[config.mk]
export PLATFORM = sky130hd
export DESIGN_NAME = uar_receiver
export DESIGN_NICKNAME = d
export VERILOG_FILES = /design/src/uar_pkg.sv /design/src/uar_receiver.sv
export VERILOG_INCLUDE_DIRS = /design/src
export SDC_FILE = /design/constraint.sdc
export NUM_CORES = 1
export LEC_CHECK = 0
export BUFFER_PORTS_ARGS = -buffer_cell sky130_fd_sc_hd__buf_2
export CAP_MARGIN = 20
export CELL_PAD_IN_SITES_DETAIL_PLACEMENT = 1
export CELL_PAD_IN_SITES_GLOBAL_PLACEMENT = 1
export CORE_MARGIN = 1.5
export CORE_UTILIZATION = 30
export DETAILED_ROUTE_END_ITERATION = 16
export GPL_ROUTABILITY_DRIVEN = 0
export PLACE_DENSITY_LB_ADDON = 0.05
export SLEW_MARGIN = 0
export SYNTH_ARGS = -nofsm -noshare
export SYNTH_HDL_FRONTEND = slang
export SYNTH_SLANG_ARGS = --single-unit
[constraint.sdc]
create_clock -name clock_in -period 6.2 [get_ports clock_in]
set_clock_uncertainty 0.05 [all_clocks]
set_input_delay 0.31 -clock clock_in [delete_from_list [all_inputs] [get_ports clock_in]]
set_output_delay 0.31 -clock clock_in [all_outputs]
set_load 0.01 [all_outputs]
[src/uar_params.svh]
`ifndef UAR_PARAMS_SVH
`define UAR_PARAMS_SVH

// Register offsets on the plain register port
`define UAR_OFS_RX_STATUS_CONTROL 3'h0
`define UAR_OFS_RECEIVE_BUFFER    3'h1
`define UAR_OFS_TX_STATUS_CONTROL 3'h2
`define UAR_OFS_BAUD_CONTROL      3'h3
`define UAR_OFS_BAUD_DIVISOR_HIGH 3'h4
`define UAR_OFS_BAUD_DIVISOR_LOW  3'h5
`define UAR_OFS_IRQ_CONTROL       3'h6
`define UAR_OFS_IRQ_STATUS        3'h7

// receive_status_control fields
`define UAR_RCS_PORT_EN_BIT    7
`define UAR_RCS_NINTH_EN_BIT   6
`define UAR_RCS_SINGLE_BIT     5
`define UAR_RCS_CONT_EN_BIT    4
`define UAR_RCS_ADDR_DET_BIT   3
`define UAR_RCS_FRAME_ERR_BIT  2
`define UAR_RCS_OVERRUN_BIT    1
`define UAR_RCS_NINTH_DATA_BIT 0

// transmit_status_control fields
`define UAR_TXS_SYNC_BIT       4
`define UAR_TXS_HIGH_SPEED_BIT 2
`define UAR_TXS_EMPTY_BIT      1

// baud_control fields
`define UAR_BDC_IDLE_BIT    6
`define UAR_BDC_WIDE_BIT    3
`define UAR_BDC_WAKE_EN_BIT 1

// irq_control and irq_status fields
`define UAR_IRC_ENABLE_BIT 0
`define UAR_IRC_PRIO_BIT   1
`define UAR_IRS_FLAG_BIT   0

// Reset values
`define UAR_RESET_BYTE 8'h00
`define UAR_TXS_RESET  8'h02

// Oversampling and sample points
`define UAR_OVERSAMPLE   16
`define UAR_MID_SAMPLE   4'h8
`define UAR_LAST_SAMPLE  4'hF
`define UAR_X64_PREDIV   2'h3

`endif

[src/uar_pkg.sv]
package uar_pkg;

  typedef enum logic [1:0]
  {
    UAR_IDLE,
    UAR_START,
    UAR_DATA,
    UAR_STOP
  } uar_state_t;

endpackage

[src/uar_receiver.sv]
`timescale 1ns/1ps
`include "uar_params.svh"

// Summary of operation
// - Line oversampled at sixteen times the bit rate; shifter advances once per bit.
// - Asynchronous mode only when clocked-mode select is zero and port enable is one.
// - Characters accepted only while continuous receive enable is set.
// - Ninth-bit mode captures ninth bit into status register beside the error flags.
// - Each completed character that passes address detect sets receive flag; interrupt raised when enabled.
// - Reading the receive buffer returns the eight received data bits.
// - Clearing continuous receive enable clears the latched error flags.
// - A priority bit selects the level of the receive interrupt.
// - Address detect off passes all characters; on passes only address characters in ninth-bit mode, all characters otherwise.
// - In sleep the baud generator halts and normal reception stops.
// - Wake-on-edge enable holds receiver idle while watching the line.
// - While armed, a falling line edge is the wake-up event.
// - Wake-up event sets the receive flag, in run and in sleep alike.
// - Reading the receive buffer clears the wake-generated receive flag.
// - First rising edge after wake clears wake enable, then normal reception resumes.
// - Frame is one start, eight or nine data bits, one stop, NRZ.
// - Data bits travel least significant bit first.
// - Baud generator runs at sixteen or sixty-four times bit rate per select bits.
module uar_receiver
  import uar_pkg::*;
#(
  parameter int DIV_WIDTH = 16
)
(
  input  wire logic       clock_in,       // System clock, 10 MHz
  input  wire logic       rst_n_in,       // Asynchronous reset, active low
  input  wire logic       receive_line_in, // Serial receive line
  input  wire logic       sleep_in,       // CPU in sleep, receiver clocks stopped
  input  wire logic [2:0] addr_in,        // Register address
  input  wire logic [7:0] wr_data_in,     // Register write data
  input  wire logic       wr_en_in,       // Write strobe
  input  wire logic       rd_en_in,       // Read strobe
  output logic      [7:0] rd_data_out,    // Read data, cycle after strobe
  output logic            rx_irq_out,     // Receive interrupt request
  output logic            rx_irq_prio_out, // Interrupt level, high when priority set
  output logic            wake_out        // One-cycle wake request pulse
);

  logic                 serial_port_enable;
  logic                 ninth_bit_enable;
  logic                 single_receive_bit;
  logic                 continuous_receive_enable;
  logic                 address_detect_enable;
  logic                 framing_error_flag;
  logic                 overrun_error_flag;
  logic                 received_ninth_bit;
  logic           [7:0] receive_buffer;
  logic           [7:0] transmit_status_control;
  logic                 wide_generator_select;
  logic                 wake_on_edge_enable;
  logic           [7:0] baud_divisor_high;
  logic           [7:0] baud_divisor_low;
  logic                 receive_interrupt_enable;
  logic                 receive_interrupt_priority;
  logic                 receive_complete_flag;
  logic                 wake_seen;
  logic                 line_prev;
  logic [DIV_WIDTH-1:0] brg_count;
  logic           [1:0] prediv;
  logic                 os_tick;
  logic           [3:0] sample_count;
  logic           [3:0] bit_index;
  logic           [8:0] shift_data;
  logic           [2:0] samples;
  uar_state_t           state;

  logic                 async_on;
  logic                 rx_run;
  logic                 high_speed_baud_select;
  logic                 rd_buffer;
  logic                 wr_rcs;
  logic                 line_fall;
  logic                 line_rise;
  logic                 wake_event;
  logic                 bit_value;
  logic                 at_mid;
  logic                 char_done;
  logic                 char_pass;
  logic                 stop_bit;
  logic           [3:0] last_index;
  logic [DIV_WIDTH-1:0] divisor;

  assign high_speed_baud_select = transmit_status_control[`UAR_TXS_HIGH_SPEED_BIT];
  assign async_on = serial_port_enable & ~transmit_status_control[`UAR_TXS_SYNC_BIT];
  // Receiver logic runs only with clocks present and no wake watch armed
  assign rx_run = async_on & ~sleep_in & ~wake_on_edge_enable;
  assign rd_buffer = rd_en_in & (addr_in == `UAR_OFS_RECEIVE_BUFFER);
  assign wr_rcs = wr_en_in & (addr_in == `UAR_OFS_RX_STATUS_CONTROL);
  assign line_fall = line_prev & ~receive_line_in;
  assign line_rise = ~line_prev & receive_line_in;
  assign wake_event = async_on & wake_on_edge_enable & ~wake_seen & line_fall;
  // Majority of three samples around mid-bit tolerates a single glitch
  assign bit_value = (samples[0] & samples[1]) | (samples[1] & samples[2])
                   | (samples[0] & samples[2]);
  assign at_mid = os_tick & (sample_count == `UAR_MID_SAMPLE);
  assign last_index = ninth_bit_enable ? 4'h8 : 4'h7;
  assign stop_bit = bit_value;
  // Receive enable gates completion too, so a clear in the last cycle cannot relatch errors
  assign char_done = rx_run & continuous_receive_enable & (state == UAR_STOP) & at_mid;
  assign char_pass = ~(address_detect_enable & ninth_bit_enable)
                   | shift_data[8];
  assign divisor = wide_generator_select
                 ? DIV_WIDTH'({baud_divisor_high, baud_divisor_low})
                 : DIV_WIDTH'(baud_divisor_low);

  // Baud generator: divisor+1 system clocks per tick, extra /4 in x64 mode
  always_ff @(posedge clock_in or negedge rst_n_in)
  begin
    if (!rst_n_in)
    begin
      brg_count <= '0;
      prediv <= 2'h0;
      os_tick <= 1'b0;
    end
    else if (!async_on || sleep_in)
    begin
      brg_count <= divisor;
      prediv <= 2'h0;
      os_tick <= 1'b0;
    end
    else if (brg_count == '0)
    begin
      brg_count <= divisor;
      if (high_speed_baud_select || wide_generator_select)
      begin
        os_tick <= 1'b1;
      end
      else
      begin
        prediv <= prediv + 2'h1;
        os_tick <= (prediv == `UAR_X64_PREDIV);
      end
    end
    else
    begin
      brg_count <= brg_count - DIV_WIDTH'(1);
      os_tick <= 1'b0;
    end
  end

  always_ff @(posedge clock_in or negedge rst_n_in)
  begin
    if (!rst_n_in)
    begin
      line_prev <= 1'b1;
    end
    else
    begin
      line_prev <= receive_line_in;
    end
  end

  // Receive state machine, sixteen oversample ticks per bit
  always_ff @(posedge clock_in or negedge rst_n_in)
  begin
    if (!rst_n_in)
    begin
      state <= UAR_IDLE;
      sample_count <= 4'h0;
      bit_index <= 4'h0;
      shift_data <= 9'h000;
      samples <= 3'h7;
    end
    else if (!rx_run || !continuous_receive_enable || overrun_error_flag)
    begin
      state <= UAR_IDLE;
      sample_count <= 4'h0;
      bit_index <= 4'h0;
      samples <= 3'h7;
    end
    else if (os_tick)
    begin
      samples <= {samples[1:0], receive_line_in};
      sample_count <= sample_count + 4'h1;
      unique case (state)
        UAR_IDLE:
        begin
          sample_count <= 4'h0;
          if (!receive_line_in)
          begin
            state <= UAR_START;
            sample_count <= 4'h1;
          end
        end
        UAR_START:
        begin
          if (sample_count == `UAR_MID_SAMPLE)
          begin
            // A start bit that is high again at mid-bit was noise
            state <= bit_value ? UAR_IDLE : UAR_START;
          end
          else if (sample_count == `UAR_LAST_SAMPLE)
          begin
            state <= UAR_DATA;
            bit_index <= 4'h0;
          end
        end
        UAR_DATA:
        begin
          if (sample_count == `UAR_MID_SAMPLE)
          begin
            shift_data[bit_index] <= bit_value;
          end
          else if (sample_count == `UAR_LAST_SAMPLE)
          begin
            bit_index <= bit_index + 4'h1;
            if (bit_index == last_index)
            begin
              state <= UAR_STOP;
            end
          end
        end
        UAR_STOP:
        begin
          // Back to idle at mid-stop so a following start edge is not missed
          if (sample_count == `UAR_MID_SAMPLE)
          begin
            state <= UAR_IDLE;
            shift_data <= 9'h000;
          end
        end
      endcase
    end
  end

  // Receive buffer, ninth bit and error flags
  always_ff @(posedge clock_in or negedge rst_n_in)
  begin
    if (!rst_n_in)
    begin
      receive_buffer <= `UAR_RESET_BYTE;
      received_ninth_bit <= 1'b0;
      framing_error_flag <= 1'b0;
      overrun_error_flag <= 1'b0;
    end
    else if (wr_rcs && !wr_data_in[`UAR_RCS_CONT_EN_BIT])
    begin
      framing_error_flag <= 1'b0;
      overrun_error_flag <= 1'b0;
    end
    else if (char_done && char_pass)
    begin
      if (receive_complete_flag && !rd_buffer)
      begin
        overrun_error_flag <= 1'b1;
      end
      else
      begin
        receive_buffer <= shift_data[7:0];
        received_ninth_bit <= ninth_bit_enable & shift_data[8];
        framing_error_flag <= ~stop_bit;
      end
    end
  end

  // Receive flag: a new set wins over the clear by a buffer read
  always_ff @(posedge clock_in or negedge rst_n_in)
  begin
    if (!rst_n_in)
    begin
      receive_complete_flag <= 1'b0;
    end
    else if (wake_event)
    begin
      receive_complete_flag <= 1'b1;
    end
    else if (char_done && char_pass && (!receive_complete_flag || rd_buffer))
    begin
      receive_complete_flag <= 1'b1;
    end
    else if (rd_buffer)
    begin
      receive_complete_flag <= 1'b0;
    end
  end

  // Wake-on-edge watch
  always_ff @(posedge clock_in or negedge rst_n_in)
  begin
    if (!rst_n_in)
    begin
      wake_on_edge_enable <= 1'b0;
      wake_seen <= 1'b0;
      wake_out <= 1'b0;
    end
    else
    begin
      wake_out <= wake_event & sleep_in;
      if (wake_event)
      begin
        wake_seen <= 1'b1;
      end
      else if (wake_seen && line_rise)
      begin
        wake_on_edge_enable <= 1'b0;
        wake_seen <= 1'b0;
      end
      else if (wr_en_in && addr_in == `UAR_OFS_BAUD_CONTROL)
      begin
        wake_on_edge_enable <= wr_data_in[`UAR_BDC_WAKE_EN_BIT];
        wake_seen <= 1'b0;
      end
    end
  end

  // Software-written control registers
  always_ff @(posedge clock_in or negedge rst_n_in)
  begin
    if (!rst_n_in)
    begin
      serial_port_enable <= 1'b0;
      ninth_bit_enable <= 1'b0;
      single_receive_bit <= 1'b0;
      continuous_receive_enable <= 1'b0;
      address_detect_enable <= 1'b0;
      transmit_status_control <= `UAR_TXS_RESET;
      wide_generator_select <= 1'b0;
      baud_divisor_high <= `UAR_RESET_BYTE;
      baud_divisor_low <= `UAR_RESET_BYTE;
      receive_interrupt_enable <= 1'b0;
      receive_interrupt_priority <= 1'b0;
    end
    else if (wr_en_in)
    begin
      unique case (addr_in)
        `UAR_OFS_RX_STATUS_CONTROL:
        begin
          serial_port_enable <= wr_data_in[`UAR_RCS_PORT_EN_BIT];
          ninth_bit_enable <= wr_data_in[`UAR_RCS_NINTH_EN_BIT];
          single_receive_bit <= wr_data_in[`UAR_RCS_SINGLE_BIT];
          continuous_receive_enable <= wr_data_in[`UAR_RCS_CONT_EN_BIT];
          address_detect_enable <= wr_data_in[`UAR_RCS_ADDR_DET_BIT];
        end
        `UAR_OFS_TX_STATUS_CONTROL:
        begin
          transmit_status_control <= wr_data_in;
        end
        `UAR_OFS_BAUD_CONTROL:
        begin
          wide_generator_select <= wr_data_in[`UAR_BDC_WIDE_BIT];
        end
        `UAR_OFS_BAUD_DIVISOR_HIGH:
        begin
          baud_divisor_high <= wr_data_in;
        end
        `UAR_OFS_BAUD_DIVISOR_LOW:
        begin
          baud_divisor_low <= wr_data_in;
        end
        `UAR_OFS_IRQ_CONTROL:
        begin
          receive_interrupt_enable <= wr_data_in[`UAR_IRC_ENABLE_BIT];
          receive_interrupt_priority <= wr_data_in[`UAR_IRC_PRIO_BIT];
        end
        default:
        begin
        end
      endcase
    end
  end

  // Interrupt request follows the flag while enabled, interrupt level follows the priority bit, one cycle later
  always_ff @(posedge clock_in or negedge rst_n_in)
  begin
    if (!rst_n_in)
    begin
      rx_irq_out <= 1'b0;
      rx_irq_prio_out <= 1'b0;
    end
    else
    begin
      rx_irq_out <= receive_complete_flag & receive_interrupt_enable;
      rx_irq_prio_out <= receive_interrupt_priority;
    end
  end

  // Register reads; data stands in the cycle after the strobe only
  always_ff @(posedge clock_in or negedge rst_n_in)
  begin
    if (!rst_n_in)
    begin
      rd_data_out <= 8'h00;
    end
    else if (!rd_en_in)
    begin
      rd_data_out <= 8'h00;
    end
    else
    begin
      unique case (addr_in)
        `UAR_OFS_RX_STATUS_CONTROL:
        begin
          rd_data_out <= {serial_port_enable, ninth_bit_enable, single_receive_bit,
                          continuous_receive_enable, address_detect_enable,
                          framing_error_flag, overrun_error_flag,
                          received_ninth_bit};
        end
        `UAR_OFS_RECEIVE_BUFFER:
        begin
          rd_data_out <= receive_buffer;
        end
        `UAR_OFS_TX_STATUS_CONTROL:
        begin
          // No transmitter here, so its shift register always reads empty
          rd_data_out <= transmit_status_control | 8'h02;
        end
        `UAR_OFS_BAUD_CONTROL:
        begin
          rd_data_out <= {1'b0, state == UAR_IDLE, 2'b00, wide_generator_select,
                          1'b0, wake_on_edge_enable, 1'b0};
        end
        `UAR_OFS_BAUD_DIVISOR_HIGH:
        begin
          rd_data_out <= baud_divisor_high;
        end
        `UAR_OFS_BAUD_DIVISOR_LOW:
        begin
          rd_data_out <= baud_divisor_low;
        end
        `UAR_OFS_IRQ_CONTROL:
        begin
          rd_data_out <= {6'h00, receive_interrupt_priority, receive_interrupt_enable};
        end
        `UAR_OFS_IRQ_STATUS:
        begin
          rd_data_out <= {7'h00, receive_complete_flag};
        end
        default:
        begin
          rd_data_out <= 8'h00;
        end
      endcase
    end
  end

endmodule

==> results.sh, run 1 <==
export IMPL_core_rowCount=46
export IMPL_ioPinCount=28
export IMPL_final_nets=522
export IMPL_synth_area_top_cells="dfrtp_1 48%, mux2_2 5.5%, nand2_1 4.9%"
export IMPL_synth_top_area_share_pct=47.6
export IMPL_final_cell_mix="94 x dfrtp_1, 64 x nand2_1, 35 x o21ai_0"
export IMPL_synth_area_sq_um=4950
export IMPL_dp_hpwl_um=9610
export IMPL_start_util_pct=30.9
export IMPL_grt_max_degree=63
export IMPL_ys_ff_latch=98
export IMPL_ys_seq_area_share_pct=49.7
export IMPL_grt_antenna_before_repair=0
export IMPL_synth_edf_count=0
export IMPL_syn_nets=502
export IMPL_crit_buf_inv=0
export IMPL_syn_to_final_growth_pct=13.4
export IMPL_drv_cap=0
export IMPL_muxShareOfSynthArea_pct=11.9
export IMPL_clkTransAtPathRegs_ps=60
export IMPL_combPwrFrac_pct=16.0
export IMPL_synth_top_family_by_area="simple AND/OR/NAND/NOR gates"
export IMPL_power_density_nw_per_um2=294
export IMPL_cts_setup_buffers=0
export IMPL_coreArea_sq_um=16000
export IMPL_cp_depth=5
export IMPL_startpoint_type="flop"
export IMPL_synth_xor_area_share_pct=2.30
export IMPL_post_route_period_util_pct=40.7
export IMPL_clk_latency_ps=350
export IMPL_root_buffer="clkbuf_16"
export IMPL_yosysWarnings=0
export IMPL_crit_slowest_cell="dfrtp_1"
export IMPL_worst_slew_pin_slew_ps=965
export IMPL_async_reset_ff_share_pct=100
export IMPL_leakagePower_nw=2.42
export IMPL_overflow=0
export IMPL_via_per_inst=5.01
export IMPL_ctsLongestPathBuffers=2
export IMPL_crit_fanout=14
export IMPL_die_area_sq_um=17300
export IMPL_mostFrequentLayoutCell="dfrtp_1"
export IMPL_fin_crit_ps=2520
export IMPL_rsz0062_at_grt="no"
export IMPL_synthAdderAreaFrac_pct=2.28
export IMPL_vias=3585
export IMPL_first_pass_iters=4
export IMPL_worst_ir_drop_vdd_uv=128
export IMPL_multiInputGateArea_sq_um=2340
export IMPL_critPathArrivalTime_ps=2700
export IMPL_cts_buffers=9
export IMPL_ant_nets=0
export IMPL_htreeDepth=3
export IMPL_p_clk_share_pct=34.5
export IMPL_tns_ps=0
export IMPL_status="complete, no violations"
export IMPL_pwr_share_seq_pct=49.5
export IMPL_swShare_pct=29.0
export IMPL_synth_ff_type="dfrtp_1"
export IMPL_synthSimpleGateAreaFrac_pct=18.4
export IMPL_grt_usage_pct=16.2
export IMPL_syn_area_per_cell_sq_um=10.4
export IMPL_relSlewSlack_pct=35.5
export IMPL_setup_viol=0
export IMPL_slew_viol_final=0
export IMPL_yosys_area_top_type="dfrtp_1"
export IMPL_slowest_delay_ps=650
export IMPL_max_freq_mhz=396
export IMPL_n_antenna_cell=0
export IMPL_path_cells="and4b_1 -> nand2_1 -> or3_4 -> nor3_4 -> mux2_4"
export IMPL_netSwitchingPower_w=0.000478
export IMPL_cts_tree="built"
export IMPL_crit_type="flop to flop"
export IMPL_hold_viol=0
export IMPL_layout_setup_ws_ps=3680
export IMPL_hold_buffers=1
export IMPL_routedWlPerCell_um=18.5
export IMPL_synth_cell_types=59
export IMPL_holdWs_ps=78.6
export IMPL_synth_compound_area_share_pct=12.2
export IMPL_hold_path_class="input pin to flop"
export IMPL_die_w_um=131
export IMPL_critical_path_top_delay_family="simple AND/OR/NAND/NOR gates"
export IMPL_r2r_cells=5
export IMPL_post_cts_resized=0
export IMPL_pre_cts_ws_ps=3660
export IMPL_drive_above_1_share_pct=19.6
export IMPL_netlist_instances=476
export IMPL_p_int_w=0.00117
export IMPL_finalWirelength_um=13200
export IMPL_hold_depth=1
export IMPL_cts_sinks=98
export IMPL_drc=0
export IMPL_fillers=1839
export IMPL_grt_pass1_vias=3856
export IMPL_critPathRequiredTime_ps=6380
export IMPL_die_h_um=131
export IMPL_layout_area_seq_sq_um=2460
export IMPL_port_buffers=27
export IMPL_crit_path_end_kind="flop"
export IMPL_initialDrtViolationCount=113
export IMPL_grt_pass1_wl_um=21800
==> cell families after synthesis <==
logic type	Yosys count
mux	48
buf+inv	40
flops	98
fa+ha+maj	9
simple gates	170
compound gates	98
xor+xnor	13
==> power by group through the flow <==
stage	registers [W]	clock network, W	logic (W)
2_1_floorplan	0.000796	0	0.000190
4_1_cts	0.000820	0.000591	0.000271
3_5_place_dp	0.000831	0	0.000268
5_1_grt	0.000833	0.000615	0.000301
6_report	0.000818	0.000570	0.000263
3_3_place_gp	0.000827	0	0.000266
==> synth_stat cells (all sizes together), types with 4 or more instances <==
master and number:
ha 9, nand3 17, nand4 4, buf 4
inv 17, a21oi 15, o21ai 52, nor2 26
and2 5, nor2b 10, nor4 5, o22ai 5
dfrtp 94, dfstp 4, mux2i 12, mux2 33
clkbuf 19, o31a 10, nor3 8, xnor2 7
nor3b 7, xor2 6, nand2 64
==> cell type report <==
| class | instances | share of cell area, % |
|---|---|---|
| sequential | 98 | 43.8 |
| multi-input combinational | 338 | 41.8 |
| tap | 216 | 4.82 |
| clock buffer | 11 | 4.33 |
| timing repair buffer | 32 | 3.17 |
| inverter | 17 | 1.14 |
| clock inverter | 4 | 0.937 |
==> metrics by stage <==
step | instance area [sq um] | util (%) | std cells | total power (W)
2_1_floorplan | 4950 | - | 476 | 0.000986
3_3_place_gp | 5300 | 33.1 | 700 | 0.00109
3_5_place_dp | 5300 | 33.1 | 700 | 0.00110
4_1_cts | 5610 | 35.0 | 716 | 0.00168
5_1_grt | 5610 | 35.0 | 716 | 0.00175
6_report | 5610 | 35.0 | 716 | 0.00165
==> registers in the layout, summed over array words and instances (netlist names), 2 cells and up <==
name	flops
sample_count	4
baud_divisor_low	8
receive_buffer	8
samples	3
prediv	2
brg_count	16
rd_data_out	8
bit_index	4
transmit_status_control	7
shift_data	9
baud_divisor_high	8
state	2
==> path summary, 6_finish.rpt <==
kind | from | end | slack (ps)
max | os_tick$_DFF_PN0_ | receive_buffer[1]$_DFFE_PN0P_ | 3680
min | receive_line_in | line_prev$_DFF_PN1_ | 80
max reg2reg | os_tick$_DFF_PN0_ | receive_buffer[1]$_DFFE_PN0P_ | 3680
min reg2reg | receive_interrupt_priority$_DFFE_PN0P_ | rx_irq_prio_out$_DFF_PN0_ | 350
max in group asynchronous | rst_n_in | receive_buffer[1]$_DFFE_PN0P_ | 4470
min in group asynchronous | rst_n_in | brg_count[1]$_DFF_PN0_ | 430
==> per-layer routing <==
layer | GRT usage (%) | vias to the layer above | share of wire [%]
li1 | - | 1719 | -
met1 | 21.1 | 1832 | 47
met2 | 27.6 | 21 | 50
met3 | 2.35 | 13 | 1.7
met4 | 5.49 | 0 | 1.4
met5 | 0 | - | 0
Power figures use the tool's default switching activity.
==> inputs of run 2 (changes only) <==
==> constraint.sdc (replaced) <==
create_clock -name clock_in -period 2.45 [get_ports clock_in]
set_clock_uncertainty 0.05 [all_clocks]
set_input_delay 0.1225 -clock clock_in [delete_from_list [all_inputs] [get_ports clock_in]]
set_output_delay 0.1225 -clock clock_in [all_outputs]
set_load 0.01 [all_outputs]
==> run 2 against run 1 <==
  * Die area stayed put
  * Highest routed layer unchanged
  * Critical path type is now input pin to flop
  * Cell area is 3.6% higher
  * Sequential share of layout area is 1.5 points lower
  * Non-clock buffer count is 23 higher
  * Clock power is 150% higher
  * First-iteration DRC count is 32% higher
==> results.sh, run 2 (synthesized netlist as in run 1, its figures left out) <==
export IMPL_holdWs_ps=12.1
export IMPL_power_density_nw_per_um2=723
export IMPL_grt_pass1_wl_um=22000
export IMPL_syn_to_final_growth_pct=17.5
export IMPL_stdcell_count=740
export IMPL_grt_usage_pct=16.4
export IMPL_root_buffer="clkbuf_16"
export IMPL_n_antenna_cell=0
export IMPL_core_rowCount=46
export IMPL_cts_setup_buffers=0
export IMPL_dp_hpwl_um=9980
export IMPL_crit_fanout=18
export IMPL_critPathArrivalTime_ps=2460
export IMPL_drive_above_1_share_pct=22.5
export IMPL_status="complete, no violations"
export IMPL_initialDrtViolationCount=149
export IMPL_reg_top3="brg_count (16), shift_data (9)"
export IMPL_post_route_period_util_pct=91.2
export IMPL_final_nets=545
export IMPL_crit_path_end_kind="flop"
export IMPL_overflow=0
export IMPL_first_pass_iters=4
export IMPL_cts_tree="built"
export IMPL_clk_latency_ps=350
export IMPL_cts_sinks=98
export IMPL_path_cells="dlygate4sd3_1 -> buf_2 -> or3b_4 -> nor4b_4 -> nand3_4 -> o31a_1 -> o21ai_1"
export IMPL_grt_pass1_vias=3896
export IMPL_via_per_inst=4.90
export IMPL_largest_reg_flops=16
export IMPL_routedWlPerCell_um=18.1
export IMPL_start_util_pct=30.9
export IMPL_drc=0
export IMPL_ioPinCount=28
export IMPL_coreArea_sq_um=16000
export IMPL_post_cts_resized=0
export IMPL_die_h_um=131
export IMPL_fin_crit_ps=2230
export IMPL_worst_ir_drop_vdd_uv=336
export IMPL_cts_buffers=9
export IMPL_leakagePower_nw=2.55
export IMPL_grt_max_degree=42
export IMPL_die_area_sq_um=17300
export IMPL_critical_path_top_delay_family="simple AND/OR/NAND/NOR gates"
export IMPL_die_w_um=131
export IMPL_grt_antenna_before_repair=0
export IMPL_final_cell_mix="94 x dfrtp_1, 64 x nand2_1, 35 x o21ai_0"
export IMPL_setup_viol=0
export IMPL_slowest_delay_ps=530
export IMPL_max_freq_mhz=448
export IMPL_hold_path_class="input pin to flop"
export IMPL_fillers=1851
export IMPL_worst_slew_pin_slew_ps=621
export IMPL_port_buffers=27
export IMPL_rsz0062_at_grt="no"
export IMPL_regMostFlops="brg_count"
export IMPL_startpoint_type="input pin"
export IMPL_ant_nets=0
export IMPL_hold_viol=0
export IMPL_relSlewSlack_pct=58.0
export IMPL_crit_buf_inv=2
export IMPL_tns_ps=0
export IMPL_critPathRequiredTime_ps=2670
export IMPL_finalWirelength_um=13400
export IMPL_ctsLongestPathBuffers=2
export IMPL_vias=3628
export IMPL_drv_cap=0
export IMPL_htreeDepth=3
export IMPL_slew_viol_final=0
export IMPL_numPlacedInstances=719
export IMPL_crit_type="input pin to flop"
export IMPL_clkTransAtPathRegs_ps=70
export IMPL_hold_buffers=5
export IMPL_mostFrequentLayoutCell="dfrtp_1"
export IMPL_crit_slowest_cell="dlygate4sd3_1"
run 2: cell types whose count changed in the layout (fill, tap and decap cells not counted), sizes merged:
cell	before	now
bufinv	1	0
clkinv	0	1
buf	31	50
inv	17	18
dlygate4sd3	1	5
clkinvlp	3	1
clkbuf	11	13
run 2: routing by layer:
layer,up-vias,GRT usage (%),part of all wire [%]
li1,1770,-,-
met5,-,0,0
met4,0,6.60,1.9
met2,28,28.4,50
met3,13,2.12,1.5
met1,1817,20.7,46
run 2: layout make-up:
class	instances	area [sq um]	area share [%]
repair buffers	55	385	6.63
flip-flops and latches	98	2460	42.3
clock inverters	3	21.3	0.366
multi-input cells	338	2340	40.3
inverters	17	63.8	1.10
well taps	216	270	4.65
clock buffers	13	270	4.65
run 2: tightest hold or removal path: cells and delay by family:
family          cells  cell delay [ps]
compound gates      1               60
buf+inv             1              130
simple gates        1               50
run 2: metrics by stage:
stage                     cell area (sq um)  total power, W  utilization, %  setup WS [ps]
after floorplan                        4950         0.00250               -            268
after global placement                 5470         0.00283            34.2            293
after detailed placement               5470         0.00284            34.2            211
after CTS                              5810         0.00429            36.3            183
after global routing                   5810         0.00447            36.3           91.0
final                                  5810         0.00420            36.3            217
run 2: power breakdown:
group	total (W)	internal [W]	switching, W
clock network	0.00140	0.000775	0.000628
registers	0.00205	0.00184	0.000206
logic	0.000754	0.000363	0.000391
total	0.00420	0.00298	0.00123
run 2: worst paths after layout:
check	from	end	slack, ps	cells after the start
setup / recovery	sleep_in	shift_data[6]$_DFFE_PN0P_	220	7
hold / removal	wr_data_in[5]	transmit_status_control[5]$_DFFE_PN0P_	10	3
setup reg to reg	transmit_status_control[4]$_DFFE_PN0P_	shift_data[6]$_DFFE_PN0P_	240	5
hold reg to reg	receive_interrupt_priority$_DFFE_PN0P_	rx_irq_prio_out$_DFF_PN0_	350	0
max in group asynchronous	rst_n_in	transmit_status_control[2]$_DFFE_PN0P_	1390	3
min in group asynchronous	rst_n_in	brg_count[1]$_DFF_PN0_	210	2
